--- src/udcc_consts.svh ---
// Register offsets, field positions, reset values and counts of the counter
`ifndef UDCC_CONSTS_SVH
`define UDCC_CONSTS_SVH

// Register addresses
`define UDCC_ADDR_PORT5_DIR 16'hFF25
`define UDCC_ADDR_PRM 16'hFF3A
`define UDCC_ADDR_STS 16'hFF3B
`define UDCC_ADDR_CCR 16'hFF94
`define UDCC_ADDR_TUM 16'hFF95
`define UDCC_ADDR_TMC 16'hFF96
`define UDCC_ADDR_SESA_LO 16'hFF97
`define UDCC_ADDR_SESA_HI 16'hFF98
`define UDCC_ADDR_NRC 16'hFFAA

// Reset values
`define UDCC_RST_PORT5_DIR 8'hFF
`define UDCC_RST_PRM 8'h07
`define UDCC_RST_ZERO 8'h00

// Readable bits of each register
`define UDCC_MASK_PRM 8'h07
`define UDCC_MASK_CCR 8'h03
`define UDCC_MASK_TUM 8'h8D
`define UDCC_MASK_TMC 8'h4F
`define UDCC_MASK_SESA_HI 8'h03
`define UDCC_MASK_NRC 8'h03

// Field positions
`define UDCC_TUM_CMD 7
`define UDCC_TUM_MSEL 0
`define UDCC_TMC_CE 6
`define UDCC_TMC_RLEN 3
`define UDCC_TMC_ENMD 2
`define UDCC_CCR_CMS0 0
`define UDCC_CCR_CMS1 1
`define UDCC_STS_UDF 2
`define UDCC_STS_OVF 1
`define UDCC_STS_UBD 0

// Decoding mode codes of the prescaler field
`define UDCC_PRM_MODE1 3'h4
`define UDCC_PRM_MODE2 3'h5
`define UDCC_PRM_MODE3 3'h6
`define UDCC_PRM_MODE4 3'h7

// Consecutive equal samples the filter needs
`define UDCC_FILTER_SAMPLES 5

`endif

--- src/udcc_pkg.sv ---
// Types shared by the counter control modules
`default_nettype none
package udcc_pkg;

  // Valid edge selection per counter input function
  typedef enum logic [1:0] {
    UDCC_EDGE_FALL = 2'h0,
    UDCC_EDGE_RISE = 2'h1,
    UDCC_EDGE_BOTH = 2'h2,
    UDCC_EDGE_BOTH_ALT = 2'h3
  } udcc_edge_e;

  // Clear source selection in the clear-by-select submode
  typedef enum logic [1:0] {
    UDCC_CLR_PIN = 2'h0,
    UDCC_CLR_MATCH = 2'h1,
    UDCC_CLR_EITHER = 2'h2,
    UDCC_CLR_NONE = 2'h3
  } udcc_clr_e;

endpackage
`default_nettype wire

--- src/udcc_pin_if.sv ---
// Link between one noise filter and the counter control
`default_nettype none
interface udcc_pin_if;
  logic raw;
  logic sample_tick;
  logic level;
  logic rise;
  logic fall;

  modport filt (input raw, input sample_tick, output level, output rise,
    output fall);
  modport user (output raw, output sample_tick, input level, input rise,
    input fall);
endinterface
`default_nettype wire

--- src/udcc_noise_filter.sv ---
// Synchroniser and five-sample digital noise filter for one counter pin
`include "udcc_consts.svh"
`default_nettype none
module udcc_noise_filter #(
  parameter int SAMPLES = `UDCC_FILTER_SAMPLES
) (
  input wire logic clk_sys, // System clock
  input wire logic rst, // Synchronous reset, active high
  udcc_pin_if.filt pin // Raw pin in, filtered level and edges out
);

  // Refuse a filter too short to reject anything
  if (SAMPLES < 2)
  begin : g_chk
    $error("udcc_noise_filter: SAMPLES must be at least 2");
  end

  typedef struct packed {
    logic sync1;
    logic sync2;
    logic [SAMPLES-1:0] hist;
    logic level;
    logic rise;
    logic fall;
  } udcc_filt_s;

  udcc_filt_s s_ff;
  udcc_filt_s nxt_s;

  // Two-stage synchroniser, sample history and accepted level
  always_comb
  begin
    nxt_s = s_ff;
    nxt_s.sync1 = pin.raw;
    nxt_s.sync2 = s_ff.sync1;
    nxt_s.rise = 1'b0;
    nxt_s.fall = 1'b0;
    if (pin.sample_tick)
    begin
      nxt_s.hist = {s_ff.hist[SAMPLES-2:0], s_ff.sync2};
      if (&nxt_s.hist && !s_ff.level)
      begin
        nxt_s.level = 1'b1;
        nxt_s.rise = 1'b1;
      end
      else if (~|nxt_s.hist && s_ff.level)
      begin
        nxt_s.level = 1'b0;
        nxt_s.fall = 1'b1;
      end
    end
  end

  // State register
  always_ff @(posedge clk_sys)
  begin
    if (rst)
      s_ff <= '0;
    else
      s_ff <= nxt_s;
  end

  // Filtered outputs
  assign pin.level = s_ff.level;
  assign pin.rise = s_ff.rise;
  assign pin.fall = s_ff.fall;

endmodule
`default_nettype wire

--- src/udcc_top.sv ---
// Up/down counter control, status and pin filtering
`include "udcc_consts.svh"
`default_nettype none
module udcc_top #(
  parameter int WIDTH = 16
) (
  input wire logic clk_sys, // System clock, 10 MHz
  input wire logic rst, // Synchronous reset, active high
  input wire logic [15:0] addr, // Register address
  input wire logic wr_en, // Register write strobe
  input wire logic rd_en, // Register read strobe
  input wire logic [7:0] wdata, // Register write data
  output logic [7:0] rdata_ff, // Register read data, one cycle later
  input wire logic count_pulse_pin, // Count pulse input
  input wire logic direction_pin, // Direction input, also capture zero
  input wire logic ext_clear_pin, // Clear input, also capture one
  input wire logic [WIDTH-1:0] compare_reg_zero, // Compare register zero
  input wire logic [WIDTH-1:0] compare_reg_one, // Compare register one
  output logic [WIDTH-1:0] updown_count_value_ff, // Counter value
  output logic [WIDTH-1:0] capcmp_chan_zero_ff, // Channel zero capture
  output logic [WIDTH-1:0] capcmp_chan_one_ff, // Channel one capture
  output logic [7:0] port5_direction_ff // Port direction bits
);

  // Refuse counter widths the logic cannot serve
  if (WIDTH < 2)
  begin : g_chk
    $error("udcc_top: WIDTH must be at least 2");
  end

  localparam int NPIN = 3;
  localparam logic [WIDTH-1:0] CNT_MAX = '1;

  typedef struct packed {
    logic [7:0] port5_dir;
    logic [7:0] prm;
    logic [7:0] ccr;
    logic [7:0] tum;
    logic [7:0] tmc;
    logic [7:0] sesa_lo;
    logic [7:0] sesa_hi;
    logic [7:0] nrc;
    logic udf;
    logic ovf;
    logic ubd;
    logic [6:0] div;
    logic [WIDTH-1:0] count;
    logic [WIDTH-1:0] cap0;
    logic [WIDTH-1:0] cap1;
    logic [7:0] rdata;
  } udcc_top_s;

  udcc_top_s s_ff;
  udcc_top_s nxt_s;
  udcc_top_s rst_s;

  logic [NPIN-1:0] pin_raw;
  logic [NPIN-1:0] lvl;
  logic [NPIN-1:0] rise;
  logic [NPIN-1:0] fall;
  logic sample_tick;

  // Pin order: 0 count pulse, 1 direction, 2 clear
  assign pin_raw = {ext_clear_pin, direction_pin, count_pulse_pin};

  // One filter per physical pin
  for (genvar i = 0; i < NPIN; i++)
  begin : g_pin
    udcc_pin_if pif ();
    assign pif.raw = pin_raw[i];
    assign pif.sample_tick = sample_tick;
    assign lvl[i] = pif.level;
    assign rise[i] = pif.rise;
    assign fall[i] = pif.fall;
    udcc_noise_filter #(.SAMPLES(`UDCC_FILTER_SAMPLES)) u_filt (
      .clk_sys(clk_sys),
      .rst(rst),
      .pin(pif.filt)
    );
  end

  // Valid edge test for one input function
  function automatic logic edge_ok(input logic [1:0] sel, input logic r,
    input logic f);
    udcc_pkg::udcc_edge_e e;
    e = udcc_pkg::udcc_edge_e'(sel);
    unique case (e)
      udcc_pkg::UDCC_EDGE_FALL: edge_ok = f;
      udcc_pkg::UDCC_EDGE_RISE: edge_ok = r;
      udcc_pkg::UDCC_EDGE_BOTH: edge_ok = r | f;
      udcc_pkg::UDCC_EDGE_BOTH_ALT: edge_ok = r | f;
    endcase
  endfunction

  // Reset image of the whole state
  always_comb
  begin
    rst_s = '0;
    rst_s.port5_dir = `UDCC_RST_PORT5_DIR;
    rst_s.prm = `UDCC_RST_PRM;
    rst_s.ccr = `UDCC_RST_ZERO;
    rst_s.tum = `UDCC_RST_ZERO;
    rst_s.tmc = `UDCC_RST_ZERO;
    rst_s.sesa_lo = `UDCC_RST_ZERO;
    rst_s.sesa_hi = `UDCC_RST_ZERO;
    rst_s.nrc = `UDCC_RST_ZERO;
  end

  // Mode decoding
  logic udc_mode;
  logic clear_by_select;
  logic compare_bounded;
  logic cnt_en;
  udcc_pkg::udcc_clr_e clr_sel;
  assign udc_mode = s_ff.tum[`UDCC_TUM_CMD];
  assign clear_by_select = udc_mode & ~s_ff.tum[`UDCC_TUM_MSEL];
  assign compare_bounded = udc_mode & s_ff.tum[`UDCC_TUM_MSEL];
  assign cnt_en = s_ff.tmc[`UDCC_TMC_CE];
  assign clr_sel = udcc_pkg::udcc_clr_e'(s_ff.tmc[1:0]);

  // Shared divider: prescaler tick and filter sampling tick
  logic [6:0] pre_mask;
  logic [2:0] smp_mask;
  logic pre_tick;
  always_comb
  begin
    pre_mask = 7'((8'h01 << s_ff.prm[2:0]) - 8'h01);
    unique case (s_ff.nrc[1:0])
      2'h0: smp_mask = 3'h7;
      2'h1: smp_mask = 3'h3;
      2'h2: smp_mask = 3'h1;
      2'h3: smp_mask = 3'h0;
    endcase
    pre_tick = (s_ff.div & pre_mask) == pre_mask;
    sample_tick = (s_ff.div[2:0] & smp_mask) == smp_mask;
  end

  // Valid edges of the five input functions
  logic ev_iud;
  logic ev_cud;
  logic ev_cc0;
  logic ev_cc1;
  logic ev_clr;
  always_comb
  begin
    ev_iud = edge_ok(s_ff.sesa_lo[5:4], rise[0], fall[0]);
    ev_cud = edge_ok(s_ff.sesa_lo[7:6], rise[1], fall[1]);
    ev_cc0 = edge_ok(s_ff.sesa_lo[1:0], rise[1], fall[1]);
    ev_cc1 = edge_ok(s_ff.sesa_lo[3:2], rise[2], fall[2]);
    ev_clr = edge_ok(s_ff.sesa_hi[1:0], rise[2], fall[2]);
  end

  // Count step decoding per mode
  logic step_up;
  logic step_dn;
  logic qa_edge;
  logic qb_edge;
  always_comb
  begin
    step_up = 1'b0;
    step_dn = 1'b0;
    qa_edge = rise[0] | fall[0];
    qb_edge = rise[1] | fall[1];
    if (!udc_mode)
      step_up = pre_tick;
    else
    begin
      unique case (s_ff.prm[2:0])
        `UDCC_PRM_MODE1, `UDCC_PRM_MODE3:
        begin
          step_up = ev_iud & ~lvl[1];
          step_dn = ev_iud & lvl[1];
        end
        `UDCC_PRM_MODE2:
        begin
          step_up = ev_iud & ~ev_cud;
          step_dn = ev_cud & ~ev_iud;
        end
        `UDCC_PRM_MODE4:
        begin
          // Phase decides direction; edge selects play no part
          if (qa_edge && !qb_edge)
          begin
            step_up = lvl[0] != lvl[1];
            step_dn = lvl[0] == lvl[1];
          end
          else if (qb_edge && !qa_edge)
          begin
            step_up = lvl[1] == lvl[0];
            step_dn = lvl[1] != lvl[0];
          end
        end
        default: step_up = 1'b0;
      endcase
    end
    step_up = step_up & cnt_en;
    step_dn = step_dn & cnt_en;
  end

  // Clear sources
  logic match0;
  logic match1;
  logic pin_clear;
  logic match_clear_up;
  always_comb
  begin
    match0 = s_ff.count == compare_reg_zero;
    match1 = s_ff.count == compare_reg_one;
    // Clear pin acts even with counting disabled
    pin_clear = clear_by_select & ev_clr
      & (clr_sel == udcc_pkg::UDCC_CLR_PIN
      || clr_sel == udcc_pkg::UDCC_CLR_EITHER);
    if (!udc_mode)
      match_clear_up = s_ff.tmc[`UDCC_TMC_ENMD] & match0;
    else if (compare_bounded)
      match_clear_up = match0;
    else
      match_clear_up = match0
        & (clr_sel == udcc_pkg::UDCC_CLR_MATCH
        || clr_sel == udcc_pkg::UDCC_CLR_EITHER);
  end

  // Capture permission per channel
  logic cap0_ok;
  logic cap1_ok;
  assign cap0_ok = cnt_en & ~s_ff.ccr[`UDCC_CCR_CMS0]
    & ~udc_mode;
  assign cap1_ok = cnt_en & ~s_ff.ccr[`UDCC_CCR_CMS1]
    & ~clear_by_select;

  // Register read mux
  logic [7:0] rd_val;
  logic sts_rd;
  always_comb
  begin
    sts_rd = rd_en && addr == `UDCC_ADDR_STS;
    unique case (addr)
      `UDCC_ADDR_PORT5_DIR: rd_val = s_ff.port5_dir;
      `UDCC_ADDR_PRM: rd_val = s_ff.prm & `UDCC_MASK_PRM;
      `UDCC_ADDR_STS: rd_val = {5'h00, s_ff.udf, s_ff.ovf, s_ff.ubd};
      `UDCC_ADDR_CCR: rd_val = s_ff.ccr & `UDCC_MASK_CCR;
      `UDCC_ADDR_TUM: rd_val = s_ff.tum & `UDCC_MASK_TUM;
      `UDCC_ADDR_TMC: rd_val = s_ff.tmc & `UDCC_MASK_TMC;
      `UDCC_ADDR_SESA_LO: rd_val = s_ff.sesa_lo;
      `UDCC_ADDR_SESA_HI: rd_val = s_ff.sesa_hi & `UDCC_MASK_SESA_HI;
      `UDCC_ADDR_NRC: rd_val = s_ff.nrc & `UDCC_MASK_NRC;
      default: rd_val = 8'h00;
    endcase
  end

  // Next state: registers, counter, flags, captures
  always_comb
  begin
    nxt_s = s_ff;
    nxt_s.div = 7'(s_ff.div + 7'h01);
    nxt_s.rdata = rd_en ? rd_val : s_ff.rdata;
    // Software writes; status is read-only
    if (wr_en)
    begin
      unique case (addr)
        `UDCC_ADDR_PORT5_DIR: nxt_s.port5_dir = wdata;
        `UDCC_ADDR_PRM: nxt_s.prm = wdata & `UDCC_MASK_PRM;
        `UDCC_ADDR_CCR: nxt_s.ccr = wdata & `UDCC_MASK_CCR;
        `UDCC_ADDR_TUM: nxt_s.tum = wdata & `UDCC_MASK_TUM;
        `UDCC_ADDR_TMC: nxt_s.tmc = wdata & `UDCC_MASK_TMC;
        `UDCC_ADDR_SESA_LO: nxt_s.sesa_lo = wdata;
        `UDCC_ADDR_SESA_HI: nxt_s.sesa_hi = wdata & `UDCC_MASK_SESA_HI;
        `UDCC_ADDR_NRC: nxt_s.nrc = wdata & `UDCC_MASK_NRC;
        default: nxt_s.nrc = nxt_s.nrc;
      endcase
    end
    // Status read clears the underflow and overflow flags; a new event below still sets them
    if (sts_rd)
    begin
      nxt_s.udf = 1'b0;
      nxt_s.ovf = 1'b0;
    end
    // Counter update, clear pin first
    if (pin_clear)
      nxt_s.count = '0;
    else if (step_up)
    begin
      if (match_clear_up)
        nxt_s.count = '0;
      else if (s_ff.count == CNT_MAX)
      begin
        nxt_s.count = '0;
        nxt_s.ovf = 1'b1;
      end
      else
        nxt_s.count = WIDTH'(s_ff.count + 1'b1);
      nxt_s.ubd = 1'b0;
    end
    else if (step_dn)
    begin
      if (compare_bounded && match1)
        nxt_s.count = '0;
      else if (s_ff.count == '0)
      begin
        nxt_s.udf = 1'b1;
        if (clear_by_select && s_ff.tmc[`UDCC_TMC_RLEN])
          nxt_s.count = compare_reg_zero;
        else
          nxt_s.count = CNT_MAX;
      end
      else
        nxt_s.count = WIDTH'(s_ff.count - 1'b1);
      nxt_s.ubd = 1'b1;
    end
    if (!udc_mode)
      nxt_s.ubd = 1'b0;

    // Captures of the count on valid trigger edges
    if (cap0_ok && ev_cc0)
      nxt_s.cap0 = s_ff.count;
    if (cap1_ok && ev_cc1)
      nxt_s.cap1 = s_ff.count;
  end

  // State register
  always_ff @(posedge clk_sys)
  begin
    if (rst)
      s_ff <= rst_s;
    else
      s_ff <= nxt_s;
  end

  // Outputs straight from the state register
  assign rdata_ff = s_ff.rdata;
  assign updown_count_value_ff = s_ff.count;
  assign capcmp_chan_zero_ff = s_ff.cap0;
  assign capcmp_chan_one_ff = s_ff.cap1;
  assign port5_direction_ff = s_ff.port5_dir;

endmodule
`default_nettype wire

--- config.mk ---
export PLATFORM = sky130hd
export DESIGN_NAME = udcc_top
export DESIGN_NICKNAME = d
export VERILOG_FILES = /design/src/udcc_pkg.sv /design/src/udcc_pin_if.sv /design/src/udcc_noise_filter.sv /design/src/udcc_top.sv
export VERILOG_INCLUDE_DIRS = /design/src
export SDC_FILE = /design/constraint.sdc
export NUM_CORES = 1
export LEC_CHECK = 0
export BUFFER_PORTS_ARGS = -buffer_cell sky130_fd_sc_hd__buf_2
export CAP_MARGIN = 20
export CORE_MARGIN = 2
export CORE_UTILIZATION = 57
export DETAILED_ROUTE_END_ITERATION = 8
export PLACE_DENSITY = 0.81
export REMOVE_ABC_BUFFERS = 1
export SLEW_MARGIN = 10
export SYNTH_ARGS = -nofsm -noshare
export SYNTH_HDL_FRONTEND = slang
export SYNTH_SLANG_ARGS = --single-unit
--- constraint.sdc ---
create_clock -name clk_sys -period 2.9 [get_ports clk_sys]
set_clock_uncertainty 0.1 [all_clocks]
set_input_delay 0.29 -clock clk_sys [delete_from_list [all_inputs] [get_ports clk_sys]]
set_output_delay 0.29 -clock clk_sys [all_outputs]
set_load 0.05 [all_outputs]
==> summary.md, run 1 <==
| Metric | Value |
|---|---|
| FMAX | 360.5 MHz |
| Starting DRC count in detailed routing | 803 |
| Top delay family on crit path | compound AO/OA/AOI/OAI gates |
| Final instance area | 8391 sq um |
| Setup repair bufs after CTS | 0 |
| Critical-path cell list | nor3_1 > inv_1 > ha_1 > nand2b_1 > nand4_1 > a21oi_1 > a2111o_1 > nand2_2 > a311oi_1 > a2111oi_1 |
| Netlist cell types | 81 |
| Tmin final | 2.774 ns |
| Power Dens Cells | 517.7 nW/um^2 |
| Final Max Slew Viols | 0 |
| Final Cycle Share | 0.9564 |
| Post-synthesis mux area share | 0.05166 |
| Worst-Skew Late Latency | 0.42 ns |
| Final core utilization | 0.6649 |
| Final hold vios | 0 |
| DIE AREA | 13800 sq um |
| CTS Buf Count | 17 |
| Number of max-cap violations | 0 |
| RSZ-0062 raised after global routing | yes |
| Gr ovfl total | 0 |
| Combinational share of power | 0.035 |
| Post-Place Cell Area | 7655 sq um |
| Clock transition at path regs | 0.06 ns |
| Number of vias in the routed layout | 6906 |
| Post-synthesis register bit count | 127 |
| Top-Level Pins | 127 |
| Pint | 0.003435 W |
| Core area | 12620 sq um |
| FP Rows | 41 |
| Layout area overhead | 14.34% |
| Htree depth | 4 |
| Seq/Total Area, Yosys | 0.3465 |
| Slowest CP cell | a2111o_1 |
| Syn Area/Cell | 8.100 sq um |
| Starting Density | 0.5815 |
| Synth Cell Area | 7338 sq um |
| Wire per inst | 17.50 um |
| Synth Warn # | 0 |
| Worst setup margin | 0.1264 ns |
| CP max stage delay | 0.48 ns |
| All-Layer GR Usage | 0.2885 |
| Post-Synthesis Cells | 906 |
| Bufs on Longest Clock Path | 2 |
| Synth Area in Adders | 0.01194 |
| Complex-gate fraction of the synthesized area | 0.1463 |
| Slew @ Worst Pin | 0.9787 ns |
| DIE HEIGHT | 117.5 um |
| CTS tree | yes |
| Critical path class | reg -> reg |
| Final setup viols | 0 |
| Worst-path fanout max | 18 |
| Vias in the first global route | 6314 |
| Gpl congestion | 0.9984 |
| Worst EP required | 3.11 ns |
| Root Driver | clkbuf_16 |
| Post-synth ARST share | 0 |
| Simple-gate share of the synthesized area | 0.2742 |
| Post-Synth XOR/XNOR Area | 0.06206 |
| Psw | 0.0009084 W |
| Share of post-route cells with drive strength above 1 | 0.2211 |
| Initial antenna violation count | 0 |
| IO buf count | 126 |
| Clock group share of total power | 0.560 |
| Wirelength, routed | 20.11 mm |
| Top_reg_cell synth | dfxtp_1 |
| Buffers plus inverters on the worst setup path | 1 |
| Commonest non-fill, non-tap cells in the layout | dfxtp_1, buf_2, nand2_1 |
| Largest family of logic cells by synthesized area | simple AND/OR/NAND/NOR gates |
| Post-synth EDFFs | 0 |
| Commonest non-fill, non-tap cell in the layout | dfxtp_1 |
| Final total power | 0.004343 W |
| Crit start category | flip-flop |
| Lkg Pwr | 3.646 nW |
| Min-Delay Path Class | in -> reg |
| Clock sink count | 127 |
| Critical Path End Type | flip-flop |
| Slew HR | 0.3475 |
| # nets final | 1034 |
| DRC errors left | 0 |
| TritonRoute pass-1 iters | 8 |
| First-pass GRT wire length | 32.22 mm |
| Switching portion of total power | 0.2091 |
| Die width | 117.5 um |
| Largest net degree at the start of global routing | 96 |
| Flop pwr share | 0.405 |
| Max VDD drop | 0.3706 mV |
| Vias per inst | 6.010 |
| Pre-CTS setup slack | 0.2140 ns |
| Critical Path AT | 2.98 ns |
| Status | completed |
| Final ANT Viol Nets | 0 |
| Estimated wirelength of the detail-placed design | 13.75 mm |
| ANT cells | 0 |
==> logic make-up after synthesis <==
| kind of cell | after synthesis |
|---|---|
| AND/OR/NAND/NOR | 391 |
| flip-flops | 127 |
| AO/OA/AOI/OAI | 159 |
| buffers and inverters | 133 |
| multiplexers | 37 |
| adder cells (fa/ha/maj) | 7 |
| XOR/XNOR | 52 |
==> tightest hold or removal path, cell delays in order <==
cell and delay, ns:
buf_2 0.11, nand2_1 0.05, nand3_1 0.07
==> repair_timing <==
| item | in CTS | in global routing |
|---|---|---|
| resized for setup | 0 | 1 |
| hold endpoints to repair | 5 | 0 |
| hold buffers | 5 | 0 |
| endpoints found under the setup margin | 0 | 4 |
==> per-layer routing <==
metal / routed length (um) / share of wire / global-route usage / up-vias
met4: 622 / 0.031 / 0.1227 / 0
met2: 9352 / 0.47 / 0.4649 / 356
met1: 8476 / 0.42 / 0.3747 / 3235
met5: 0 / 0 / 0 / -
met3: 1656 / 0.082 / 0.06202 / 61
li1: - / - / - / 3254
==> synthesized netlist by cell type, drive strengths merged (4+ instances only) <==
library cell | number | area [sq um]
mux2i | 30 | 300.3
o221ai | 5 | 43.79
nor3 | 18 | 115.1
nand2 | 110 | 415.4
a2111oi | 5 | 51.30
xnor2 | 15 | 131.4
o21ai | 19 | 98.85
and3 | 12 | 77.57
inv | 12 | 45.04
or3 | 7 | 43.79
nand4 | 14 | 93.84
and4 | 4 | 35.03
a211oi | 5 | 37.54
nand3 | 56 | 280.3
a31oi | 9 | 56.30
nand2b | 12 | 75.07
or4 | 4 | 33.78
buf | 87 | 615.6
xor2 | 37 | 324.1
o22ai | 5 | 31.28
clkbuf | 33 | 123.9
ha | 7 | 87.58
nor2b | 22 | 137.6
mux2 | 7 | 78.82
and2 | 6 | 37.54
a21oi | 61 | 305.3
o211ai | 6 | 45.04
nor4 | 20 | 167.7
dfxtp | 127 | 2542
nor2 | 90 | 354.1
a222oi | 6 | 60.06
a22o | 4 | 35.03
==> registers in the layout, indices dropped and copies added (netlist names), 3 cells and up <==
register / cells
g_pin.u_filt.nxt_s: 3
g_pin.u_filt.pin.rise: 3
g_pin.u_filt.s_ff: 15
capcmp_chan_one_ff: 16
port5_direction_ff: 8
rdata_ff: 8
updown_count_value_ff: 16
s_ff: 33
g_pin.u_filt.pin.level: 3
capcmp_chan_zero_ff: 16
g_pin.u_filt.pin.fall: 3
==> cell type report <==
cell class	count	area [sq um]
inverters	13	48.80
well taps	172	215.2
fillers	1041	4229
clock buffers	20	436.7
clock inverters	12	232.7
multi-input cells	646	4020
flip-flops and latches	127	2542
repair buffers	159	894.6
==> worst paths after layout <==
check / startpoint / endpoint / slack, ns / depth (start not counted)
min reg2reg: g_pin[0].u_filt.nxt_s[8]$_SDFF_PP0_ / g_pin[0].u_filt.s_ff[8]$_SDFF_PP0_ / 0.34 / 1
max: s_ff[114]$_SDFFE_PP1P_ / updown_count_value_ff[7]$_SDFFE_PP0P_ / 0.13 / 10
min: wdata[7] / port5_direction_ff[7]$_SDFFE_PP1P_ / 0.03 / 3
max reg2reg: s_ff[114]$_SDFFE_PP1P_ / updown_count_value_ff[7]$_SDFFE_PP0P_ / 0.13 / 10
==> power groups by stage <==
stage / registers (W) / clock network (W) / logic, W
finish: 0.00176 / 0.00243 / 0.000154
global placement: 0.00180 / 0 / 0.000143
detailed placement: 0.00180 / 0 / 0.000144
global route: 0.00176 / 0.00251 / 0.000168
floorplan: 0.00179 / 0 / 0.0000450
CTS: 0.00176 / 0.00244 / 0.000152
==> through the flow <==
step | hold WS (ns) | setup TNS (ns) | cells
2_1_floorplan | 0.2567 | -0.2605 | 786
3_3_place_gp | 0.3164 | 0 | 1111
3_5_place_dp | 0.3245 | 0 | 1111
4_1_cts | 0.01213 | 0 | 1148
5_1_grt | 0.04452 | -0.1258 | 1149
6_report | 0.02560 | 0 | 1149
Power figures use the tool's default switching activity.
==> run 2: changes to the inputs <==
--- a/config.mk
+++ b/config.mk
@@ -11,7 +11,7 @@
 export CORE_MARGIN = 2
 export CORE_UTILIZATION = 57
 export DETAILED_ROUTE_END_ITERATION = 8
-export PLACE_DENSITY = 0.81
+export PLACE_DENSITY = 0.82
 export REMOVE_ABC_BUFFERS = 1
 export SLEW_MARGIN = 10
 export SYNTH_ARGS = -nofsm -noshare
==> run 2 against run 1 <==
Against the previous run:
- first-iteration DRC count up 2.1%
- power fell by 3.2%
- design area down 0.36%
- largest power group unchanged
- combinational power barely moved
- critical endpoint is now updown_count_value_ff[4]$_SDFFE_PP0P_
- setup slack worse by 0.024 ns
- die area unchanged
- highest routed layer unchanged
==> summary.md, run 2 (synthesis results as in run 1) <==
| Metric | Value |
|---|---|
| Final setup viols | 0 (unchanged) |
| Fin cells | 1150 (was 1149) |
| Post-Place Cell Area | 7677 sq um (was 7655 sq um) |
| Hold Slack | 0.007813 ns (was 0.02560 ns) |
| Min-Delay Path Class | in -> reg (unchanged) |
| Largest net degree at the start of global routing | 96 (unchanged) |
| GR Util met3 | 0.05862 (was 0.06202) |
| Vias per inst | 5.990 (was 6.010) |
| Hold Path Stages | 3 (unchanged) |
| Stages on worst setup path | 10 (unchanged) |
| FF+latch area | 2542 sq um (unchanged) |
| Final Cycle Share | 0.9645 (was 0.9564) |
| Fillcell total | 1066 (was 1041) |
| Critical Path End Type | flip-flop (unchanged) |
| Buffers plus inverters on the worst setup path | 1 (unchanged) |
| Layout area overhead | 13.93% (was 14.34%) |
| Max VDD drop | 0.3699 mV (was 0.3706 mV) |
| Commonest non-fill, non-tap cell in the layout | dfxtp_1 (unchanged) |
| R2R Setup Slk | 0.10 ns (was 0.13 ns) |
| TritonRoute pass-1 iters | 7 (was 8) |
| Clock transition at path regs | 0.06 ns (about the same) |
| Root Driver | clkbuf_16 (unchanged) |
| Pre-CTS setup slack | 0.1641 ns (was 0.2140 ns) |
| Tmin final | 2.797 ns (was 2.774 ns) |
| DIE AREA | 13800 sq um (unchanged) |
| FP Rows | 41 (unchanged) |
| Met2 Use GR | 0.4616 (was 0.4649) |
| Slowest CP cell | a2111oi_0 (was a2111o_1) |
| Hold path start | wdata[4] (was wdata[7]) |
| Gr ovfl total | 0 (unchanged) |
| Flip-flop count of the largest register after layout | 33 (unchanged) |
| IO buf count | 126 (unchanged) |
| # nets final | 1035 (was 1034) |
| Final ANT Viol Nets | 0 (unchanged) |
| Top-Level Pins | 127 (unchanged) |
| Share of post-route cells with drive strength above 1 | 0.2260 (was 0.2211) |
| DRC errors left | 0 (unchanged) |
| CTS tree | yes (unchanged) |
| Wirelength, routed | 20.03 mm (was 20.11 mm) |
| Worst-Skew Late Latency | 0.42 ns (about the same) |
| Reg2reg end | updown_count_value_ff[4]$_SDFFE_PP0P_ (was updown_count_value_ff[7]$_SDFFE_PP0P_) |
| Final instance area | 8361 sq um (was 8391 sq um) |
| R2R cell count | 10 (unchanged) |
| Commonest non-fill, non-tap cells in the layout | dfxtp_1, buf_2, nand2_1 (unchanged) |
| Critical-path cell list | nor3_1 > inv_1 > ha_1 > nand2b_1 > nand4_1 > a21oi_1 > a2111o_1 > a2111oi_0 > o31ai_1 > o31ai_1 (was nor3_1 > inv_1 > ha_1 > nand2b_1 > nand4_1 > a21oi_1 > a2111o_1 > nand2_2 > a311oi_1 > a2111oi_1) |
| DIE HEIGHT | 117.5 um (unchanged) |
| Lkg Pwr | 3.631 nW (was 3.646 nW) |
| Power Dens Cells | 502.8 nW/um^2 (was 517.7 nW/um^2) |
| Slew HR | 0.3549 (was 0.3475) |
| Worst-path fanout max | 11 (was 18) |
| CP max stage delay | 0.52 ns (was 0.48 ns) |
| Status | completed (unchanged) |
| Crit-path most repeated cell | o31ai_1 |
| Final Max Slew Viols | 0 (unchanged) |
| First-pass GRT wire length | 32.17 mm (was 32.22 mm) |
| Estimated wirelength of the detail-placed design | 13.77 mm (was 13.75 mm) |
| All-Layer GR Usage | 0.2890 (was 0.2885) |
| Die width | 117.5 um (unchanged) |
| Starting Density | 0.5815 (unchanged) |
| Number of vias in the routed layout | 6889 (was 6906) |
| Worst EP required | 3.14 ns (was 3.11 ns) |
| Worst Hold End | port5_direction_ff[4]$_SDFFE_PP1P_ (was port5_direction_ff[7]$_SDFFE_PP1P_) |
| Htree depth | 4 (unchanged) |
| Placed Cells | 1114 (was 1111) |
| Gpl congestion | 0.9688 (was 0.9984) |
| Met1 GRT Util | 0.3874 (was 0.3747) |
| Crit start category | flip-flop (unchanged) |
| RR Startpoint | s_ff[114]$_SDFFE_PP1P_ (unchanged) |
| CTS Buf Count | 17 (unchanged) |
| Wire per inst | 17.42 um (was 17.50 um) |
| Initial antenna violation count | 0 (unchanged) |
| Number of max-cap violations | 0 (unchanged) |
| Vias in the first global route | 6271 (was 6314) |
| Bufs on Longest Clock Path | 2 (unchanged) |
| Area of the multi-input gates | 4030 sq um (was 4020 sq um) |
| Top delay family on crit path | compound AO/OA/AOI/OAI gates (unchanged) |
| Slew @ Worst Pin | 0.9676 ns (was 0.9787 ns) |
| Worst setup margin | 0.1028 ns (was 0.1264 ns) |
| Top reg by flops | s_ff (unchanged) |
| Top Usage Layer GRT | met2 (unchanged) |
| FMAX | 357.5 MHz (was 360.5 MHz) |
| Final hold vios | 0 (unchanged) |
| Critical Path AT | 3.03 ns (was 2.98 ns) |
| Critical path class | reg -> reg (unchanged) |
| Core area | 12620 sq um (unchanged) |
| Starting DRC count in detailed routing | 820 (was 803) |
| Clock sink count | 127 (unchanged) |
| Final core utilization | 0.6625 (was 0.6649) |
| ANT cells | 0 (unchanged) |
==> run 2: area by class of cell <==
class,instances,area share
repair buffers,160,0.1069
multi-input cells,646,0.4820
inverters,13,0.005837
well taps,172,0.02574
clock buffers,20,0.05343
clock inverters,12,0.02200
flip-flops and latches,127,0.3041
==> run 2: worst max path at each step <==
| stage | start | slack [ns] | to |
|---|---|---|---|
| finish | s_ff[114]$_SDFFE_PP1P_ | 0.10 | updown_count_value_ff[4]$_SDFFE_PP0P_ |
| global route | s_ff[114]$_SDFFE_PP1P_ | -0.10 | updown_count_value_ff[4]$_SDFFE_PP0P_ |
| CTS | s_ff[114]$_SDFFE_PP1P_ | 0.14 | updown_count_value_ff[7]$_SDFFE_PP0P_ |
| detailed placement | s_ff[114]$_SDFFE_PP1P_ | 0.16 | updown_count_value_ff[7]$_SDFFE_PP0P_ |
| global placement | s_ff[114]$_SDFFE_PP1P_ | 0.27 | updown_count_value_ff[7]$_SDFFE_PP0P_ |
| floorplan | updown_count_value_ff[5]$_SDFFE_PP0P_ | -0.06 | updown_count_value_ff[12]$_SDFFE_PP0P_ |
==> run 2: power by group <==
part | internal [W] | switching, W | leakage [nW] | total, W
registers | 0.00175 | 0.00000652 | 1.02 | 0.00176
clock network | 0.00147 | 0.000825 | 0.301 | 0.00229
logic | 0.0000598 | 0.0000912 | 2.31 | 0.000151
==> run 2: layer usage <==
metal	up-vias	part of all wire
met2	357	0.47
met5	-	0
li1	3259	-
met1	3212	0.41
met4	0	0.030
met3	61	0.093
==> run 2: worst reg2reg max path, stage by stage, from the launching register on <==
cell and delay, ns:
dfxtp_1 0.41, nor3_1 0.30, inv_1 0.08, ha_1 0.24, nand2b_1 0.15, nand4_1 0.10, a21oi_1 0.10, a2111o_1 0.44
a2111oi_0 0.52, o31ai_1 0.20, o31ai_1 0.09
==> run 2: what timing repair did <==
item | in CTS | in global routing
hold buffers | 3 | 0
endpoints found under the hold margin | 3 | 0
setup endpoints to repair | 0 | 13
gates resized for setup | 0 | 4
setup buffers | 0 | 1
==> run 2: metrics by stage <==
stage                     power (W)  TNS, ns
final                      0.004203        0
after global routing       0.004312  -0.1023
after CTS                  0.004209        0
after detailed placement   0.001940        0
after global placement     0.001939        0
after floorplan            0.001840  -0.2605
==> run 3: changes to the inputs <==
--- a/config.mk
+++ b/config.mk
@@ -11,7 +11,7 @@
 export CORE_MARGIN = 2
 export CORE_UTILIZATION = 57
 export DETAILED_ROUTE_END_ITERATION = 8
-export PLACE_DENSITY = 0.82
+export PLACE_DENSITY = 0.78
 export REMOVE_ABC_BUFFERS = 1
 export SLEW_MARGIN = 10
 export SYNTH_ARGS = -nofsm -noshare
==> run 3 against run 2 <==
Against the previous run:
- clock-buffer cell count increased by 1
- largest cell class unchanged
- first-iteration DRC count decreased by 12%
- sequential power about the same
==> summary.md, run 3 (synthesis results as in run 1) <==
| Metric | Value |
|---|---|
| Status | completed (unchanged) |
| # nets final | 1042 (was 1035) |
| Fillcell total | 1085 (was 1066) |
| Vias in the first global route | 6139 (was 6271) |
| Pre-CTS setup slack | 0.2075 ns (was 0.1641 ns) |
| Starting DRC count in detailed routing | 723 (was 820) |
| Final hold vios | 0 (unchanged) |
| Power Dens Cells | 496.2 nW/um^2 (was 502.8 nW/um^2) |
| Critical Path AT | 3.04 ns (was 3.03 ns) |
| Top reg by flops | s_ff (unchanged) |
| Worst EP required | 3.15 ns (was 3.14 ns) |
| Fin cells | 1157 (was 1150) |
| All-Layer GR Usage | 0.2877 (was 0.2890) |
| Estimated wirelength of the detail-placed design | 14.15 mm (was 13.77 mm) |
| Wire per inst | 17.15 um (was 17.42 um) |
| Min-Delay Path Class | in -> reg (unchanged) |
| Gr ovfl total | 0 (unchanged) |
| DIE HEIGHT | 117.5 um (unchanged) |
| Tmin final | 2.793 ns (was 2.797 ns) |
| RR Startpoint | s_ff[114]$_SDFFE_PP1P_ (unchanged) |
| Placed Cells | 1121 (was 1114) |
| Hold path start | wdata[4] (unchanged) |
| Critical Path End Type | flip-flop (unchanged) |
| Share of post-route cells with drive strength above 1 | 0.2305 (was 0.2260) |
| CTS tree | yes (unchanged) |
| Commonest non-fill, non-tap cells in the layout | dfxtp_1, buf_2, nand2_1 (unchanged) |
| CTS Buf Count | 17 (unchanged) |
| Final setup viols | 0 (unchanged) |
| Starting Density | 0.5815 (unchanged) |
| Root Driver | clkbuf_16 (unchanged) |
| Area of the multi-input gates | 4015 sq um (was 4030 sq um) |
| R2R Setup Slk | 0.11 ns (was 0.10 ns) |
| Top-Level Pins | 127 (unchanged) |
| Lkg Pwr | 3.672 nW (was 3.631 nW) |
| Worst-path fanout max | 11 (unchanged) |
| Final Max Slew Viols | 0 (unchanged) |
| Clock sink count | 127 (unchanged) |
| Number of vias in the routed layout | 6812 (was 6889) |
| Critical-path cell list | nor3_1 > inv_1 > ha_1 > nand2b_1 > nand4_1 > a21oi_1 > a2111o_1 > nand3_1 > o21ai_0 > o31ai_1 (was nor3_1 > inv_1 > ha_1 > nand2b_1 > nand4_1 > a21oi_1 > a2111o_1 > a2111oi_0 > o31ai_1 > o31ai_1) |
| Wirelength, routed | 19.84 mm (was 20.03 mm) |
| Final Cycle Share | 0.9632 (was 0.9645) |
| IO buf count | 126 (unchanged) |
| Die width | 117.5 um (unchanged) |
| Slew HR | 0.3343 (was 0.3549) |
| DIE AREA | 13800 sq um (unchanged) |
| TritonRoute pass-1 iters | 7 (unchanged) |
| Largest net degree at the start of global routing | 96 (unchanged) |
| CP max stage delay | 0.46 ns (was 0.52 ns) |
| Flip-flop count of the largest register after layout | 33 (unchanged) |
| Setup repair bufs after CTS | 0 (unchanged) |
| Commonest non-fill, non-tap cell in the layout | dfxtp_1 (unchanged) |
| Core area | 12620 sq um (unchanged) |
| Hold Path Stages | 3 (unchanged) |
| RSZ-0062 raised after global routing | yes |
| Final ANT Viol Nets | 0 (unchanged) |
| Max VDD drop | 0.4227 mV (was 0.3699 mV) |
| Bufs on Longest Clock Path | 2 (unchanged) |
| FP Rows | 41 (unchanged) |
| Gpl congestion | 0.9774 (was 0.9688) |
| Worst setup margin | 0.1066 ns (was 0.1028 ns) |
| Number of max-cap violations | 0 (unchanged) |
| Crit start category | flip-flop (unchanged) |
| R2R cell count | 10 (unchanged) |
| Worst-Skew Late Latency | 0.43 ns (was 0.42 ns) |
| First-pass GRT wire length | 32.09 mm (was 32.17 mm) |
| FMAX | 358.0 MHz (was 357.5 MHz) |
| DRC errors left | 0 (unchanged) |
| FF+latch area | 2542 sq um (unchanged) |
| Vias per inst | 5.888 (was 5.990) |
| Reg2reg end | updown_count_value_ff[4]$_SDFFE_PP0P_ (unchanged) |
| ANT cells | 0 (unchanged) |
| Slowest CP cell | a2111o_1 (was a2111oi_0) |
| Worst Hold End | port5_direction_ff[4]$_SDFFE_PP1P_ (unchanged) |
| Clock transition at path regs | 0.06 ns (about the same) |
| Critical path class | reg -> reg (unchanged) |
| Initial antenna violation count | 0 (unchanged) |
| Layout area overhead | 14.51% (was 13.93%) |
| Slew @ Worst Pin | 0.9985 ns (was 0.9676 ns) |
| Htree depth | 4 (unchanged) |
## run 3: cell count changes in the layout (fill, tap and decap cells not counted), moves of 2 or more
cell | previous run | this run
clkinvlp_4 | 2 | 0
clkbuf_1 | 2 | 0
clkbuf_8 | 1 | 4
buf_4 | 31 | 37
## run 3: timing repair
| action | in CTS | in global routing |
|---|---|---|
| hold buffers | 4 | 0 |
| hold endpoints to repair | 4 | 0 |
| endpoints found under the setup margin | 0 | 7 |
| gates resized for setup | 0 | 0 |
## run 3: worst max path at each step
stage / slack, ns / to / startpoint
after floorplan: -0.06 / updown_count_value_ff[12]$_SDFFE_PP0P_ / updown_count_value_ff[5]$_SDFFE_PP0P_
after global placement: 0.28 / updown_count_value_ff[7]$_SDFFE_PP0P_ / s_ff[114]$_SDFFE_PP1P_
after detailed placement: 0.21 / updown_count_value_ff[7]$_SDFFE_PP0P_ / s_ff[114]$_SDFFE_PP1P_
after CTS: 0.14 / updown_count_value_ff[7]$_SDFFE_PP0P_ / s_ff[114]$_SDFFE_PP1P_
after global routing: -0.07 / updown_count_value_ff[7]$_SDFFE_PP0P_ / s_ff[114]$_SDFFE_PP1P_
final: 0.11 / updown_count_value_ff[4]$_SDFFE_PP0P_ / s_ff[114]$_SDFFE_PP1P_
## run 3: final cells by class
type	count	share of cell area
multi-input combinational	646	0.4778
sequential	127	0.3026
timing repair buffer	167	0.1129
clock buffer	21	0.05718
tap	172	0.02561
clock inverter	11	0.01817
inverter	13	0.005807
## run 3: power by group
group | internal, W | total (W) | switching, W
Combinational | 0.0000607 | 0.000151 | 0.0000905
Clock | 0.00145 | 0.00226 | 0.000809
Sequential | 0.00175 | 0.00176 | 0.00000650
## run 3: layer usage
metal	share of wire	vias up	GRT usage	routed length [um]
met1	0.43	3169	0.3951	8514
met2	0.46	322	0.4481	9110
met3	0.088	39	0.06347	1749
li1	-	3282	-	-
met4	0.024	0	0.09940	468
met5	0	-	0	0
## run 3: metrics by stage
stage	utilization	cell area, sq um	TNS (ns)	total power, W	hold WS (ns)
floorplan	-	6599	-0.2605	0.001840	0.2567
detailed placement	0.6125	7730	0	0.001941	0.3261
CTS	0.6659	8403	0	0.004185	0.002954
global route	0.6659	8403	-0.2859	0.004279	0.02375
finish	0.6659	8403	0	0.004169	0.003475
global placement	0.6125	7730	0	0.001940	0.3164
## run 3: critical path, delay by kind of cell (launching register included)
family                     cells  cell delay [ns]
AOI/OAI and AO/OA              4             0.95
adders and majority gates      1             0.24
buffers and inverters          1             0.08
DFF                            1             0.41
and+or+nand+nor                4             0.92
